$ cat src/shared/irq_ctrl_pkg.sv
package irq_ctrl_pkg;

    localparam int NUM_SRC = 24;
    localparam int NUM_SLOT = 10;
    localparam int NUM_EXT_TOP = 2;
    localparam int VEC_W = 17;
    localparam int LVL_W = 2;
    localparam int NEST_DEPTH = 3;

    // first vector address and spacing between slots
    localparam logic [VEC_W-1:0] VEC_BASE = 17'h00003;
    localparam logic [VEC_W-1:0] VEC_STEP = 17'h00008;

    // service levels, gray-coded along low, high, top; compare them through a rank
    typedef enum logic [1:0] {
        LVL_NONE = 2'h0,
        LVL_LOW = 2'h1,
        LVL_HIGH = 2'h3,
        LVL_TOP = 2'h2
    } lvl_t;

    // bit positions of the sources in the gathered request word
    localparam int SRC_EXT0 = 0;
    localparam int SRC_EXT1 = 1;
    localparam int SRC_EXT2 = 2;
    localparam int SRC_EXT4 = 4;
    localparam int SRC_EXT5 = 7;
    localparam int SRC_PORT0 = 20;

    // sources grouped onto each vector slot
    localparam logic [NUM_SRC-1:0] SLOT_MASK [NUM_SLOT] = '{
        24'h000001, 24'h000002, 24'h00003C, 24'h0003C0, 24'h000400,
        24'h001800, 24'h006000, 24'h018000, 24'h0E0000, 24'hF00000
    };

    localparam lvl_t LVL_RESET = LVL_NONE;
    localparam logic [NUM_SRC-1:0] FLAGS_RESET = 24'h000000;
    localparam logic [VEC_W-1:0] VEC_RESET = 17'h00000;

endpackage

$ cat src/logic/level_stack.sv
module level_stack
    import irq_ctrl_pkg::*;
#(
    parameter int DEPTH = NEST_DEPTH
) (
    input wire logic clk_i,
    input wire logic srst_i,
    input wire logic push_i,
    input wire logic pop_i,
    input wire lvl_t data_i,
    output lvl_t top_o
);
    lvl_t mem_q [DEPTH];

    // shift stack: entry 0 is the top, pops refill the bottom with no level
    always_ff @(posedge clk_i) begin
        if (srst_i) begin
            for (int i = 0; i < DEPTH; i++) begin
                mem_q[i] <= LVL_RESET;
            end
        end else if (push_i) begin
            mem_q[0] <= data_i;
            for (int i = 1; i < DEPTH; i++) begin
                mem_q[i] <= mem_q[i-1];
            end
        end else if (pop_i) begin
            for (int i = 0; i < DEPTH - 1; i++) begin
                mem_q[i] <= mem_q[i+1];
            end
            mem_q[DEPTH-1] <= LVL_NONE;
        end
    end

    assign top_o = mem_q[0];

endmodule // level_stack

$ cat src/logic/vectored_irq_ctrl.sv
// Operation
// - 24 sources gathered into 10 vector slots
// - three nested levels; equal or lower refused
// - highest over high over low; slots 1-2 only
// - greatest pending level granted first
// - same level: smallest vector address wins
// - vectors 00003H step eight to 0004BH
// - slot 3 shares four sources at 00013H
// - slot 4 shares four sources at 0001BH
// - slots 7, 8 serial; slot 9 converter and timers
// - latched flag list shows which sources fired
// - ext 0/1 wake only when level-detected
module vectored_irq_ctrl
    import irq_ctrl_pkg::*;
(
    input wire logic clk_i,
    input wire logic srst_i,
    // peripheral request flags, held high until the handler clears them
    input wire logic ext_request_0_i,
    input wire logic ext_request_1_i,
    input wire logic ext_request_2_i,
    input wire logic timer0_low_event_i,
    input wire logic ext_request_4_i,
    input wire logic ir_receiver_event_i,
    input wire logic ext_request_3_i,
    input wire logic ext_request_5_i,
    input wire logic base_timer_event_a_i,
    input wire logic base_timer_event_b_i,
    input wire logic timer0_high_event_i,
    input wire logic timer1_low_event_i,
    input wire logic timer1_high_event_i,
    input wire logic sync_serial_0_i,
    input wire logic uart_receive_i,
    input wire logic async_sync_serial_1_i,
    input wire logic uart_transmit_i,
    input wire logic converter_done_i,
    input wire logic eight_bit_timer_c_i,
    input wire logic eight_bit_timer_d_i,
    input wire logic port0_event_i,
    input wire logic eight_bit_timer_a_i,
    input wire logic eight_bit_timer_b_i,
    input wire logic twelve_bit_modulators_i,
    // configuration
    input wire logic [NUM_SLOT-1:0] slot_enable_i,
    input wire logic [NUM_SLOT-1:0] slot_high_i,
    input wire logic [NUM_EXT_TOP-1:0] ext_top_i,
    input wire logic [NUM_EXT_TOP-1:0] ext_level_detect_i,
    // core side
    input wire logic irq_ack_i,
    input wire logic irq_return_i,
    output logic irq_req_o,
    output logic [VEC_W-1:0] vector_o,
    output logic [NUM_SRC-1:0] source_flag_list_o,
    output lvl_t service_level_o,
    output logic wake_o
);

    logic [NUM_SRC-1:0] src_req;
    lvl_t cur_q;
    lvl_t cur_d;
    lvl_t stack_top;
    logic req_q;
    logic req_d;
    logic [VEC_W-1:0] vec_q;
    logic [VEC_W-1:0] vec_d;
    lvl_t win_lvl_q;
    lvl_t win_lvl_d;
    logic [3:0] win_slot_q;
    logic [3:0] win_slot_d;
    logic [NUM_SRC-1:0] flags_q;
    logic wake_q;
    logic wake_d;
    logic accept;
    logic leave;

    // gather every source into one word, in slot order
    assign src_req = {
        twelve_bit_modulators_i, eight_bit_timer_b_i, eight_bit_timer_a_i,
        port0_event_i,
        eight_bit_timer_d_i, eight_bit_timer_c_i, converter_done_i,
        uart_transmit_i, async_sync_serial_1_i,
        uart_receive_i, sync_serial_0_i,
        timer1_high_event_i, timer1_low_event_i, timer0_high_event_i,
        base_timer_event_b_i, base_timer_event_a_i, ext_request_5_i,
        ext_request_3_i,
        ir_receiver_event_i, ext_request_4_i, timer0_low_event_i,
        ext_request_2_i,
        ext_request_1_i, ext_request_0_i
    };

    // larger rank means more urgent; gray-coded levels need a translation
    function automatic logic [1:0] rank(input lvl_t l);
        case (l)
            LVL_LOW: rank = 2'h1;
            LVL_HIGH: rank = 2'h2;
            LVL_TOP: rank = 2'h3;
            default: rank = 2'h0;
        endcase
    endfunction

    // configured level of a slot; only the first two may be set to top
    function automatic lvl_t slot_level(input int s);
        lvl_t l;
        l = slot_high_i[s] ? LVL_HIGH : LVL_LOW;
        if (s < NUM_EXT_TOP && ext_top_i[s]) begin
            l = LVL_TOP;
        end
        return l;
    endfunction

    function automatic logic [VEC_W-1:0] slot_vector(input logic [3:0] s);
        logic [VEC_W-1:0] v;
        v = VEC_BASE + VEC_STEP * VEC_W'(s);
        return v;
    endfunction

    assign accept = req_q && irq_ack_i;
    // an accept in the same cycle as a return takes precedence
    assign leave = irq_return_i && !accept;

    // service level after this edge
    always_comb begin
        cur_d = cur_q;
        if (accept) begin
            cur_d = win_lvl_q;
        end else if (leave) begin
            cur_d = stack_top;
        end
    end

    level_stack #(
        .DEPTH(NEST_DEPTH)
    ) u_stack (
        .clk_i(clk_i),
        .srst_i(srst_i),
        .push_i(accept),
        .pop_i(leave),
        .data_i(cur_q),
        .top_o(stack_top)
    );

    // pick the slot to offer, judged against the level that will stand
    always_comb begin
        lvl_t l;
        l = LVL_NONE;
        win_lvl_d = LVL_NONE;
        win_slot_d = 4'h0;
        for (int s = 0; s < NUM_SLOT; s++) begin
            l = slot_level(s);
            // strictly greater keeps the smaller index on ties
            if (slot_enable_i[s] && |(src_req & SLOT_MASK[s])
                    && rank(l) > rank(win_lvl_d)) begin
                win_lvl_d = l;
                win_slot_d = 4'(s);
            end
        end
        req_d = rank(win_lvl_d) > rank(cur_d);
        vec_d = slot_vector(win_slot_d);
    end

    always_ff @(posedge clk_i) begin
        if (srst_i) begin
            cur_q <= LVL_RESET;
        end else begin
            cur_q <= cur_d;
        end
    end

    always_ff @(posedge clk_i) begin
        if (srst_i) begin
            req_q <= 1'b0;
            vec_q <= VEC_RESET;
            win_lvl_q <= LVL_RESET;
            win_slot_q <= 4'h0;
        end else begin
            req_q <= req_d;
            vec_q <= vec_d;
            win_lvl_q <= win_lvl_d;
            win_slot_q <= win_slot_d;
        end
    end

    // snapshot of the sources behind the accepted slot
    always_ff @(posedge clk_i) begin
        if (srst_i) begin
            flags_q <= FLAGS_RESET;
        end else if (accept) begin
            flags_q <= src_req & SLOT_MASK[win_slot_q];
        end
    end

    // release of the stopped state: ext 0/1 only when level-detected
    always_comb begin
        wake_d = 1'b0;
        if (src_req[SRC_EXT0] && ext_level_detect_i[0]) begin
            wake_d = 1'b1;
        end
        if (src_req[SRC_EXT1] && ext_level_detect_i[1]) begin
            wake_d = 1'b1;
        end
        // these sources release it in either detection mode
        if (src_req[SRC_EXT2] || src_req[SRC_EXT4] || src_req[SRC_EXT5]
                || src_req[SRC_PORT0]) begin
            wake_d = 1'b1;
        end
    end

    always_ff @(posedge clk_i) begin
        if (srst_i) begin
            wake_q <= 1'b0;
        end else begin
            wake_q <= wake_d;
        end
    end

    assign irq_req_o = req_q;
    assign vector_o = vec_q;
    assign source_flag_list_o = flags_q;
    assign service_level_o = cur_q;
    assign wake_o = wake_q;

endmodule // vectored_irq_ctrl

$ cat config.mk
export PLATFORM = sky130hd
export DESIGN_NAME = vectored_irq_ctrl
export DESIGN_NICKNAME = d
export VERILOG_FILES = /design/src/shared/irq_ctrl_pkg.sv /design/src/logic/level_stack.sv /design/src/logic/vectored_irq_ctrl.sv
export SDC_FILE = /design/constraint.sdc
export NUM_CORES = 1
export LEC_CHECK = 0
export BUFFER_PORTS_ARGS = -buffer_cell sky130_fd_sc_hd__buf_4
export CORE_MARGIN = 3
export CORE_UTILIZATION = 49
export DETAILED_ROUTE_END_ITERATION = 6
export GPL_TIMING_DRIVEN = 1
export MAX_ROUTING_LAYER = met4
export PLACE_DENSITY_LB_ADDON = 0.08
export SYNTH_ARGS = -nofsm -noshare
export SYNTH_HDL_FRONTEND = slang
export SYNTH_SLANG_ARGS = --single-unit
$ cat constraint.sdc
create_clock -name clk_i -period 13.5 [get_ports clk_i]
set_input_delay 0 -clock clk_i [delete_from_list [all_inputs] [get_ports clk_i]]
set_output_delay 0 -clock clk_i [all_outputs]
set_load 0.02 [all_outputs]
### Word-level counts from Yosys, hierarchy flattened

Memories as Yosys holds them, arrays and structs flattened.
Cells that the tools add are included.

* muxes and demuxes: 74
* magnitude comparators: 12
* bitwise operators: 8
* multipliers: 0
* add/sub/neg operators: 1
* shift operators: 0
* eq/ne operators: 63
* reductions and logical operators: 35
* divide/modulo/power cells: 0

Operators by type and width (number)
* $pmux 2 s3: 21
* $eq 2x2->1 const B: 42
* $mux 2: 30
* $mux 24: 2
* $eq 2x1->1 const B: 21
* $mux 4: 8
* $and 24x24->24: 1
* $logic_and 1x1->1: 24
* $gt 2x2->1: 10
* $mux 1: 13
* $reduce_or 4->1: 3
* $add 2x7->8 const A: 1
* $or 1x1->1: 6
* $reduce_or 2->1: 3
* $ge 5x5->1 const B: 1
* $not 4->5: 1
* $logic_or 1x1->1: 3
* $reduce_or 3->1: 1
* $gt 2x1->1 const B: 1
* $logic_not 1->1: 1

* output and inout port bits: 45
* bits in latches: 0
* input port bits: 52
* word-level logic and storage cells: 202
* ROM bits: 384
* memory bits (writable): 6
* register bits after elaboration: 51
* memories: 2

Memory list
* (no name shown): words 16, bits a word 24, rd ports 1, clocked after Yosys merged registers in 0, write ports 0, RTL line vectored_irq_ctrl.sv:188 `flags_q <= src_req & SLOT_MASK[win_slot_q];`
* u_stack.mem_q: words 3, bits a word 2, rd ports 3, clocked after Yosys merged registers in 0, write ports 3, RTL line level_stack.sv:13 `lvl_t mem_q [DEPTH];`

### Longest topological paths before layout

Gate-level depths: netlist (run 1).

* depth after elaboration: 55
* mapped depth: 54
* depth with buffers taken out: 54

### Modules after synthesis

From an unflattened synthesis (run 1), not the netlist that was laid out.

* cells, all modules: 290
* area total of the unflattened synthesis: 2591.2 µm²

Modules (own cells, without submodules)
* vectored_irq_ctrl: times used 1, area an instance 2317.2 µm², sequential area each 700.7 µm², cells each 273
* level_stack: times used 1, area an instance 274.0 µm², sequential area each 180.2 µm², cells each 17

### Worst setup path before layout (run 1)

Ideal clock, no wire load.

* kind: input port to flip-flop
* from: in slot_high_i[0]
* to: reg req_q, in the netlist irq_req_o
* data required time: 13.414 ns
* setup slack: 3.250 ns
* cell stages on the path: 51
* setup time: 0.086 ns
* data arrival time: 10.165 ns
* buffers on the path: 1
* cell sequence: o211ai_1 ha_1 nor2b_1 o211ai_1 mux2i_1 inv_1 ha_1 a21boi_0 o211ai_2 or2_2 and2_1 ha_1 and2b_1 o2111ai_4 mux2_4 o21ai_4 ha_1 nor2b_1 [15 not listed] or3_1 o211a_1 a211o_1 and2_2 ha_1 nand2_1 o2111ai_1 nor2_1 a21oi_1 ha_1 nor2b_1 o2111ai_1 and2_1 clkbuf_1 a21oi_1 ha_1 a21oi_1 a211oi_1

* word-level cells in the longest chain between the ends: 55
* elaborated cells between the ends (all ways): 77
* those cells by class: order compare: 11; eq/ne: 33; mux: 23; reduce/logical: 10

Ends and longest elaborated chain
* start: declaration: RTL line vectored_irq_ctrl.sv:45 `input wire logic [NUM_SLOT-1:0] slot_high_i,`
* $mux 2 (*): RTL line vectored_irq_ctrl.sv:104 `l = slot_high_i[s] ? LVL_HIGH : LVL_LOW;`
* $mux 2 (*): RTL line vectored_irq_ctrl.sv:105 `if (s < NUM_EXT_TOP && ext_top_i[s]) begin`
* $eq 2x2->1 or $eq 2x1->1 (tied branches): RTL line vectored_irq_ctrl.sv:93 `case (l)`
* $pmux 2 s3: RTL line vectored_irq_ctrl.sv:93
* $gt 2x1->1: RTL line vectored_irq_ctrl.sv:152 `&& rank(l) > rank(win_lvl_d)) begin`
* $logic_and 1x1->1: RTL line vectored_irq_ctrl.sv:152
* $mux 2 (*): RTL line vectored_irq_ctrl.sv:151 `if (slot_enable_i[s] && |(src_req & SLOT_MASK[s])`
* $eq 2x2->1 or $eq 2x1->1 (tied branches): RTL line vectored_irq_ctrl.sv:93
* [40 not listed]
* $pmux 2 s3: RTL line vectored_irq_ctrl.sv:93
* $gt 2x2->1: RTL line vectored_irq_ctrl.sv:152
* $logic_and 1x1->1: RTL line vectored_irq_ctrl.sv:152
* $mux 2 (*): RTL line vectored_irq_ctrl.sv:151
* named net win_lvl_d[1]: RTL line vectored_irq_ctrl.sv:67 `lvl_t win_lvl_d;`
* $eq 2x2->1 or $eq 2x1->1 (tied branches): RTL line vectored_irq_ctrl.sv:93
* $pmux 2 s3 (*): RTL line vectored_irq_ctrl.sv:93
* $gt 2x2->1 (*): RTL line vectored_irq_ctrl.sv:157 `req_d = rank(win_lvl_d) > rank(cur_d);`
* end signal: assignment: RTL line vectored_irq_ctrl.sv:176 `req_q <= req_d;`
* end: declaration: RTL line vectored_irq_ctrl.sv:62 `logic req_q;`

Mark *: on every way through the listed nets, which the timed path passes. The rest lies on a longest branch.
A chain may end at the register's enable or synchronous reset.

### Worst setup path after layout (run 1)

* from: in ext_request_0_i
* to: reg req_q, in the netlist irq_req_o

* word-level cells in the longest chain between the ends: 51
* elaborated cells between the ends (all ways): 71
* those cells by class: order compare: 10; eq/ne: 30; mux: 20; reduce/logical: 11

Ends and longest elaborated chain
* start: declaration: RTL line vectored_irq_ctrl.sv:19 `input wire logic ext_request_0_i,`
* $logic_and 1x1->1 (*): RTL line vectored_irq_ctrl.sv:151
* $logic_and 1x1->1 (*): RTL line vectored_irq_ctrl.sv:152
* $mux 2 (*): RTL line vectored_irq_ctrl.sv:151
* $eq 2x2->1 or $eq 2x1->1 (tied branches): RTL line vectored_irq_ctrl.sv:93
* $pmux 2 s3: RTL line vectored_irq_ctrl.sv:93
* $gt 2x2->1: RTL line vectored_irq_ctrl.sv:152
* $logic_and 1x1->1: RTL line vectored_irq_ctrl.sv:152
* $mux 2 (*): RTL line vectored_irq_ctrl.sv:151
* [36 not listed]
* $pmux 2 s3: RTL line vectored_irq_ctrl.sv:93
* $gt 2x2->1: RTL line vectored_irq_ctrl.sv:152
* $logic_and 1x1->1: RTL line vectored_irq_ctrl.sv:152
* $mux 2 (*): RTL line vectored_irq_ctrl.sv:151
* named net win_lvl_d[1]: RTL line vectored_irq_ctrl.sv:67
* $eq 2x2->1 or $eq 2x1->1 (tied branches): RTL line vectored_irq_ctrl.sv:93
* $pmux 2 s3 (*): RTL line vectored_irq_ctrl.sv:93
* $gt 2x2->1 (*): RTL line vectored_irq_ctrl.sv:157

Marks and branches as above.

==> metrics, run 1 <==
status=complete, no violations; Final Critical Period=11500 ps; clock power share=17.6%; register area=881 sq um; Worst-Skew Late Latency=about 300 ps; Congestion Overflow GR=0; worst hold-check path type=in -> reg; Static Leak=0.00165 uW; H-tree levels=2; combinational power share=48.4%; GR Util met2=a little under two fifths; drt via density=5.38; Post-CTS Setup Bufs=0; achievable frequency=~87 MHz; worst endpoint required time=about 14000 ps; Worst slew margin=around two fifths; grt met3 use=~4.8%; clock root buffer=clkbuf_8; Post-Syn Area=2490 sq um; vias in the first global route=~2300; synthesis warning total=0; most used cell, CP=ha_1; CP max stage delay=530 ps; first-pass GRT wire length=10.5 mm; Fillers=407; CP max stage cell=dlygate4sd3_1; largest cells by area after synthesis=dfxtp_1 28%, ha_1 10%, edfxtp_1 7.2%; Critical Path AT=11720 ps; grt met1 use=27.6%; Core Rows=25; Area growth syn-to-layout=38.9%; Die W=about 77 microns; P_int=276 uW; post-synth cell types=52; period utilization=85.2%; initial antenna violation count=0; sequential area share after synthesis=35.3%; part of the power in registers=between 30 and 40%; cell taking the most area after synthesis=dfxtp_1; Mapped Cells=275; critical path type=in -> reg; count leader, synth=dfxtp_1; largest net degree at the start of global routing=27; multi-input combinational cell area=1480 sq um; asr flop ratio synth=0%; post-synth top area share=between 20% and 30%; busiest layer in global routing=met2; Post-synth top cells=35 x dfxtp_1, 24 x nand2_1, 24 x nor2_1, 20 x ha_1, 16 x a21oi_1; drt drc=0; placed instance count=between 400 and 500; I/O Pins=97; critical path endpoint category=flop; Final Non-Filler Cells=449; gr usage total=a little under a quarter; syn_area_per_cell=~9 sq um; Net Sw Frac=39.6%; Setup violations, final=0; CTS tree=built; fin util=between 70% and 80%; fin area=3460 sq um; Initial Util=51.8%; Post-DRT Antenna Nets=0; Post-synth EDFFs=6; RSZ-0062 raised after global routing=no; hold_ws=11.9 ps; Net Sw Power=roughly 180 uW; Worst Path Max Fanout=7; I/O Buffers=85; DRT Wirelength=6.60 mm; clock sinks=approximately 40; drt pass-1 iters=4; final hold violations=0; Setup TNS Final=0 ps; Tightest Pin Transition=916 ps; pwr/cell area=132 nW/um^2; Placer Congestion=approximately 0.84; Antenna diodes=0; VDD IR max=88.2 uV; via count=roughly 2400; CP startpoint kind=input port; HPWL Detailed=~4.9 mm; number of synthesized register bits=41; Die Height=just under 80 microns; per-cell routed wire length=approximately 15 microns; final setup skew=approximately 10 ps; Max Buffers Root-to-Sink=2; ys flop type=dfxtp_1; core area=4820 sq um; drt first-iter violations=90; Final #Nets=between 400 and 500; final slew viol count=0; area of placed instances=3140 sq um; share of cells above drive strength 1=28.0%; clock buffer count from CTS=5; Max Cap Violations=0; die area=5980 sq um; Worst-path clk slew=80 ps
## worst max-delay path: cells and delay by family
family	cells	cell delay, ps
buffers and inverters	4	910
multiplexers	4	1550
adder cells (fa/ha/maj)	10	2610
AO/OA/AOI/OAI	19	4220
AND/OR/NAND/NOR	15	2420
## worst paths after layout
check	to	slack (ps)	from	depth (start not counted)
max	irq_req_o	2000	ext_request_0_i	52
min	wake_o	10	ext_level_detect_i[1]	3
max reg2reg	source_flag_list_o[5]	11440	irq_req_o	5
min reg2reg	source_flag_list_o[1]	440	source_flag_list_o[1]	2
## flip-flops by register name, indices dropped and copies added (netlist names)
register	count
irq_req_o	1
service_level_o	2
source_flag_list_o	24
win_lvl_q	2
win_slot_q	4
wake_o	1
u_stack.mem_q	6
vector_o	1
## power groups by stage
stage / Combinational (uW) / Clock, uW / Sequential, uW
global placement: 206 / 0 / 157
finish: 221 / 80.4 / 155
floorplan: 149 / 0 / 161
detailed placement: 214 / 0 / 158
global route: 245 / 89.1 / 157
CTS: 221 / 83.1 / 155
## through the flow
| stage | power, uW | worst slack (ps) |
|---|---|---|
| finish | 456 | 2000 |
| global route | 491 | 1160 |
| CTS | 459 | 2050 |
| detailed placement | 371 | 2230 |
| global placement | 364 | 2440 |
| floorplan | 310 | 3250 |
## per-layer routing
layer  vias up  wire, microns
li1       1204              -
met5         -              0
met4         0             82
met2        82           3210
met3         8            350
met1      1123           2960
## cell usage in the layout, fill, tap and decap left out, types with 5 or more instances in the layout
cell type      Yosys  routed
a21oi_1           16      16
nor2b_1            9       9
and3_1             5       5
edfxtp_1           6       6
nand3_1            5       5
dfxtp_1           35      35
clkbuf_8           0       5
inv_1             14      14
a22o_1            13      13
conb_1             1      11
nand2_1           24      24
mux2i_1            5       5
o211ai_1           7       7
buf_4             12      86
and2_1             6       6
ha_1              20      20
o2111ai_1          5       5
nor2_1            24      24
a22oi_1            8       8
dlygate4sd3_1      0      24
## cell families after synthesis
logic type | count (synthesis) | share of synthesized area [%]
xor+xnor | 1 | 0.351
buf+inv | 35 | 7.07
flops | 41 | 35.3
simple gates | 93 | 19.2
mux | 9 | 3.96
compound gates | 75 | 24.0
other cells | 1 | 0.150
fa+ha+maj | 20 | 10.0
## layout make-up
cell class	instances	area share (%)
Multi-Input combinational cell	209	42.6
Timing Repair Buffer	110	25.6
Inverter	14	1.52
Tap cell	67	2.42
Clock buffer	5	1.99
Clock inverter	3	0.506
Sequential cell	41	25.4
## what timing repair did
action	4_1_cts	5_1_grt
gates resized for setup	0	0
endpoints found under the hold margin	25	0
hold buffers	24	0
Note: power is estimated with default switching activity, not from simulation.
==> inputs of run 2 (changes only) <==
--- a/config.mk
+++ b/config.mk
@@ -6,12 +6,12 @@
 export NUM_CORES = 1
 export LEC_CHECK = 0
 export BUFFER_PORTS_ARGS = -buffer_cell sky130_fd_sc_hd__buf_4
-export CORE_MARGIN = 3
-export CORE_UTILIZATION = 49
+export CORE_UTILIZATION = 50
 export DETAILED_ROUTE_END_ITERATION = 6
 export GPL_TIMING_DRIVEN = 1
 export MAX_ROUTING_LAYER = met4
 export PLACE_DENSITY_LB_ADDON = 0.08
 export SYNTH_ARGS = -nofsm -noshare
 export SYNTH_HDL_FRONTEND = slang
+export SYNTH_HIERARCHICAL = 1
 export SYNTH_SLANG_ARGS = --single-unit
==> run 2 against run 1 <==
  * Clock skew shrank 7.9 ps
  * Register-to-register slack lost 610 ps
  * Routed wire length grew 3.9%
  * Sequential power is essentially flat
  * Maximum frequency grew 1.2%
  * Sequential cell count is the same
  * Count of clock-buffer cells in the layout grew 1
  * Global-route usage grew 3.2 points
  * Area after synthesis grew 3.9%
  * Design area grew 1.3%
  * Combinational power grew 11%
  * Power grew 4.3%
==> metrics, run 2 <==
status=complete, no violations; hold_ws=10.2 ps (-1.69 ps); Min-Delay Path Depth=3 (unchanged); Core Rows=25 (unchanged); drt via density=5.54 (+2.8%); Max Buffers Root-to-Sink=2 (unchanged); clock sinks=41 (unchanged); vias in the first global route=2278 (+1.0%); period utilization=84.2% (-0.97 points); initial antenna violation count=0 (unchanged); H-tree levels=2 (unchanged); Setup violations, final=0 (unchanged); Final Critical Period=11370 ps (-131 ps); synthesis warning total=6 (+6); clock buffer count from CTS=5 (unchanged); HPWL Detailed=5.13 mm (+5.5%); ys flop type=dfxtp_1; Reg2Reg Depth=6 (+1); CP startpoint kind=input port; VDD IR max=133 uV (+51%); drt first-iter violations=92 (+2.2%); Worst-path clk slew=80 ps (about the same); count leader, synth=nor2_1; Post-DRT Antenna Nets=0 (unchanged); per-cell routed wire length=14.9 microns (+1.6%); drt drc=0 (unchanged); asr flop ratio synth=0% (unchanged); Worst Path Max Fanout=7 (unchanged); Max Cap Violations=0 (unchanged); fin util=72.4% (+0.44 points); I/O Pins=97 (unchanged); CP max stage cell=nor3b_2; area of placed instances=3220 sq um (+2.5%); Worst-Skew Late Latency=290 ps (about the same); Post-Syn Area=2590 sq um (+3.9%); final slew viol count=0 (unchanged); Worst slew margin=33.2% (-5.2 points); gr usage total=25.9% (+3.2 points); Antenna diodes=0 (unchanged); DRT Wirelength=6.86 mm (+3.9%); worst endpoint required time=13700 ps (-20 ps); largest net degree at the start of global routing=39 (+44%); Die W=74.0 microns (-4.4%); Post-synth EDFFs=6 (unchanged); critical path type=in -> reg; Fillers=395 (-2.9%); post-synth top area share=27.0% (-1.0 points); number of synthesized register bits=41 (unchanged); I/O Buffers=85 (unchanged); worst hold-check path type=in -> reg; Static Leak=0.00159 uW (-3.6%); Congestion Overflow GR=0 (unchanged); Initial Util=53.4% (+1.7 points); Area growth syn-to-layout=35.4%; max FFs per register=24 (unchanged); Final #Nets=463 (+2.2%); critical path endpoint category=flop; achievable frequency=87.9 MHz (+1.2%); share of cells above drive strength 1=27.3% (-0.71 points); post-synth cell types=59 (+13%); CTS tree=built; cell taking the most area after synthesis=dfxtp_1; largest cells by area after synthesis=dfxtp_1 27%, ha_1 9.7%, edfxtp_1 7.0%; drt pass-1 iters=5 (+1); Mapped Cells=290 (+5.5%); syn_area_per_cell=8.94 sq um (-1.5%); pwr/cell area=136 nW/um^2 (+3.0%); die area=5470 sq um (-8.5%); fin area=3510 sq um (+1.3%); core area=4850 sq um (+0.65%); most used cell, CP=ha_1; Post-synth top cells=37 x nor2_1, 35 x dfxtp_1, 22 x nand2_1, 20 x a22oi_1, 20 x ha_1; sequential area share after synthesis=34.0% (-1.3 points); most common cell after layout, fill and taps aside=buf_4; final setup skew=2.12 ps (-7.86 ps); Critical Path AT=11580 ps (-140 ps); Tightest Pin Transition=999 ps (+83.7 ps); via count=2541 (+5.1%); RSZ-0062 raised after global routing=no; CP max stage delay=470 ps (-60 ps); first-pass GRT wire length=10.4 mm (-0.86%); Die Height=74.0 microns (-4.4%); final hold violations=0 (unchanged); Placer Congestion=0.838 (+0.11%); Power Total=476 uW (+4.3%); Setup TNS Final=0 ps (unchanged); most frequent cells in the layout=85 x buf_4, 37 x nor2_1, 35 x dfxtp_1; clock root buffer=clkbuf_8
[run 2: changes by cell type after synthesis, moves of 4 or more]
cell     change
and3_1       -4
nor2_1      +13
a22o_1      -13
a22oi_1     +12
nor3_1       +5
[run 2: logic make-up (layout without fill, tap and decap cells)]
kind of cell | Yosys count | after routing | share of synthesized area [%]
simple gates | 104 | 104 | 20.3
other cells | 1 | 11 | 0.145
flops | 41 | 41 | 34.0
mux | 7 | 7 | 2.75
compound gates | 81 | 81 | 25.5
buf+inv | 34 | 126 | 6.95
fa+ha+maj | 20 | 20 | 9.66
xor+xnor | 2 | 2 | 0.676
[run 2: layout make-up]
class | count | area [sq um] | share of cell area [%]
Clock inverter | 2 | 10.0 | 0.285
Timing Repair Buffer | 106 | 848 | 24.2
Clock buffer | 6 | 72.6 | 2.07
Inverter | 12 | 45.0 | 1.28
Multi-Input combinational cell | 225 | 1570 | 44.7
Tap cell | 67 | 83.8 | 2.39
Sequential cell | 41 | 881 | 25.1
[run 2: worst paths after layout]
check / slack (ps) / startpoint / to
min: 10 / ext_level_detect_i[1] / wake_o
min reg2reg: 450 / source_flag_list_o[0] / source_flag_list_o[0]
max reg2reg: 10830 / irq_req_o / irq_req_o
max: 2130 / slot_high_i[0] / irq_req_o
[run 2: what timing repair did]
item                       CTS  global route
setup endpoints to repair    0             0
hold endpoints to repair    21             0
hold buffers                21             0
resized for setup            0             0
buffers inserted             0             0
[run 2: metal layers]
layer / vias up / GRT usage [%] / routed length [microns]
li1: 1252 / - / -
met1: 1179 / 32.9 / 3110
met2: 99 / 41.3 / 3170
met3: 11 / 4.61 / 434
met4: 0 / 8.76 / 134
met5: - / - / 0
[run 2: metrics by stage]
step / setup WS [ps] / instances
after detailed placement: 2010 / 430
final: 2130 / 459
after global routing: 1250 / 459
after global placement: 2240 / 430
after CTS: 2260 / 459
after floorplan: 3430 / 300
[run 2: where the power goes]
group	switching, uW	total, uW	internal, uW
Sequential	12.9	152	139
Combinational	141	246	106
Clock	41.5	77.4	35.8
Total	195	476	281
[run 2: critical path, delay by kind of cell]
kind / cells / cell delay (ps)
xor+xnor: 1 / 180
mux: 1 / 310
simple gates: 14 / 2580
fa+ha+maj: 10 / 2520
buf+inv: 3 / 350
compound gates: 24 / 5620
==> inputs of run 3 (changes only) <==
==> constraint.sdc (replaced) <==
create_clock -name clk_i -period 11.1 [get_ports clk_i]
set_input_delay 0 -clock clk_i [delete_from_list [all_inputs] [get_ports clk_i]]
set_output_delay 0 -clock clk_i [all_outputs]
set_load 0.02 [all_outputs]
==> run 3 against run 2 <==
  * First-iteration DRC count rose by 27%
  * Sequential share of layout area fell by 1.3 points
  * Via count rose by 3.9%
  * Power rose by 32%
  * Register-to-register slack got worse by 1800 ps
  * Design area rose by 5.3%
  * Count of clock-buffer cells in the layout rose by 1
  * Die area did not move
  * Clock power rose by 40%
  * Routed wire length rose by 4.4%
  * Sequential cell count did not move
  * Non-clock buffer count rose by 13
  * Largest power group unchanged
  * Highest routed layer unchanged
==> metrics, run 3 (synthesized netlist as in run 2, its figures left out) <==
status=complete, no violations; Crit. path cell count=54 (+1.9%); Worst Path Max Fanout=6 (-1); clock power share=17.3% (+1.0 points); part of the power in registers=29.5% (-2.5 points); Die Height=74.0 microns (unchanged); Final #Nets=476 (+2.8%); Die W=74.0 microns (unchanged); Buf/Inv on CP=6 (+3); via count=2639 (+3.9%); final setup skew=8.83 ps (+6.71 ps); max FFs per register=24 (unchanged); critical path endpoint category=flop; H-tree levels=2 (unchanged); Placer Congestion=0.939 (+12%); drt first-iter violations=117 (+27%); Largest delay share family, worst path=compound AO/OA/AOI/OAI gates; Worst-path clk slew=80 ps (about the same); most frequent cells in the layout=95 x buf_4, 35 x nor2_1, 35 x dfxtp_1; CP startpoint kind=input port; DRT Wirelength=7.16 mm (+4.4%); Final Critical Period=10510 ps; drt drc=0 (unchanged); critical path type=in -> reg; clock sinks=41 (unchanged); Static Leak=0.00167 uW (+4.9%); Setup violations, final=0 (unchanged); Worst R2R End=irq_req_o; fin area=3690 sq um (+5.3%); Reg2Reg Depth=8 (+2); worst endpoint required time=11310 ps (-2390 ps); hold_sp=timer0_high_event_i; final hold violations=0 (unchanged); worst hold-check path type=in -> reg; gr usage total=26.9% (+0.99 points); Net Sw Power=248 uW (+27%); placed instance count=432 (+0.47%); vias in the first global route=2440 (+7.1%); final slew viol count=0 (unchanged); core area=4850 sq um (unchanged); period utilization=94.7%; achievable frequency=95.1 MHz; Final Non-Filler Cells=472 (+2.8%); Core Rows=25 (unchanged); Antenna diodes=0 (unchanged); Max Cap Violations=0 (unchanged); first-pass GRT wire length=10.8 mm (+3.3%); Net Sw Frac=39.6% (-1.4 points); I/O Pins=97 (unchanged); Congestion Overflow GR=0 (unchanged); Area growth syn-to-layout=42.5%; Min-Delay Path Depth=3 (unchanged); clock root buffer=clkbuf_8; VDD IR max=144 uV (+7.7%); Power Total=627 uW (+32%); largest net degree at the start of global routing=39 (unchanged); Worst-Skew Late Latency=300 ps (about the same); worst setup path startpoint=slot_high_i[1]; initial antenna violation count=0 (unchanged); HPWL Detailed=5.05 mm (-1.5%); most common cell after layout, fill and taps aside=buf_4; Worst slew margin=55.2% (+22 points); clock buffer count from CTS=5 (unchanged); per-cell routed wire length=15.2 microns (+1.5%); drt pass-1 iters=5 (unchanged); I/O Buffers=85 (unchanged); pwr/cell area=170 nW/um^2 (+25%); FF-to-FF setup slack=9010 ps (-1820 ps); most used cell, CP=ha_1; drt via density=5.59 (+1.0%); Tightest Pin Transition=666 ps (-333 ps); CP max stage cell=or3b_1; share of cells above drive strength 1=32.1% (+4.8 points); Critical Path AT=10720 ps (-860 ps); CTS tree=built; area of placed instances=3230 sq um (+0.47%); combinational power share=53.2% (+1.4 points); r2r startpoint=irq_req_o; Max Buffers Root-to-Sink=2 (unchanged); Initial Util=53.4% (unchanged); die area=5470 sq um (unchanged); P_int=379 uW (+35%); CP max stage delay=400 ps (-70 ps); hold endpoint=source_flag_list_o[10]; Post-DRT Antenna Nets=0 (unchanged)
==> run 3: cell types whose count changed in the layout (fill, tap and decap cells not counted), sizes merged <==
cell | before | now
buf | 85 | 95
dlygate4sd3 | 21 | 24
clkbuf | 6 | 7
clkinv | 2 | 1
==> run 3: layout make-up <==
cell class                 count  area (sq um)
clock buffer                   7          97.6
clock inverter                 1          5.00
fill                         375          1150
inverter                      12          45.0
multi-input combinational    225          1630
sequential                    41           881
tap                           67          83.8
timing repair buffer         119           953
==> run 3: per-layer routing <==
layer / share of wire (%) / wire length (microns) / vias to the layer above / GRT usage [%]
li1: - / - / 1282 / -
met1: 42 / 3010 / 1222 / 31.1
met2: 48 / 3470 / 111 / 44.5
met3: 5.9 / 419 / 24 / 4.07
met4: 3.6 / 259 / 0 / 14.5
met5: 0 / 0 / - / -
==> run 3: power groups by stage <==
| stage | Sequential (uW) | Clock (uW) | Combinational [uW] |
|---|---|---|---|
| floorplan | 198 | 0 | 204 |
| finish | 185 | 108 | 334 |
| detailed placement | 188 | 0 | 293 |
| CTS | 185 | 112 | 302 |
| global placement | 188 | 0 | 285 |
| global route | 188 | 117 | 368 |
==> run 3: worst min-delay path, delay by kind of cell <==
family	cells	cell delay, ps
AO/OA/AOI/OAI	1	60
AND/OR/NAND/NOR	1	80
buffers and inverters	1	130
==> run 3: timing repair <==
item                                    in CTS  in global routing
buffers inserted                             0                  8
resized for setup                            0                 18
endpoints found under the setup margin       0                  6
hold buffers                                24                  0
endpoints found under the hold margin       22                  0
==> run 3: how the worst max path moves through the flow <==
stage               slack [ps]   endpoint
floorplan                 1030  irq_req_o
global placement           170  irq_req_o
detailed placement         -90  irq_req_o
CTS                        160  irq_req_o
global route              -160  irq_req_o
finish                     590  irq_req_o
==> run 3: stage by stage <==
stage,setup WS [ps],utilization (%),hold slack (ps),setup TNS [ps]
2_1_floorplan,1030,-,148,0
3_3_place_gp,167,66.6,243,0
3_5_place_dp,-92.7,66.6,255,-92.7
4_1_cts,157,73.7,12.2,0
5_1_grt,-156,76.2,35.4,-156
6_report,586,76.2,20.3,0
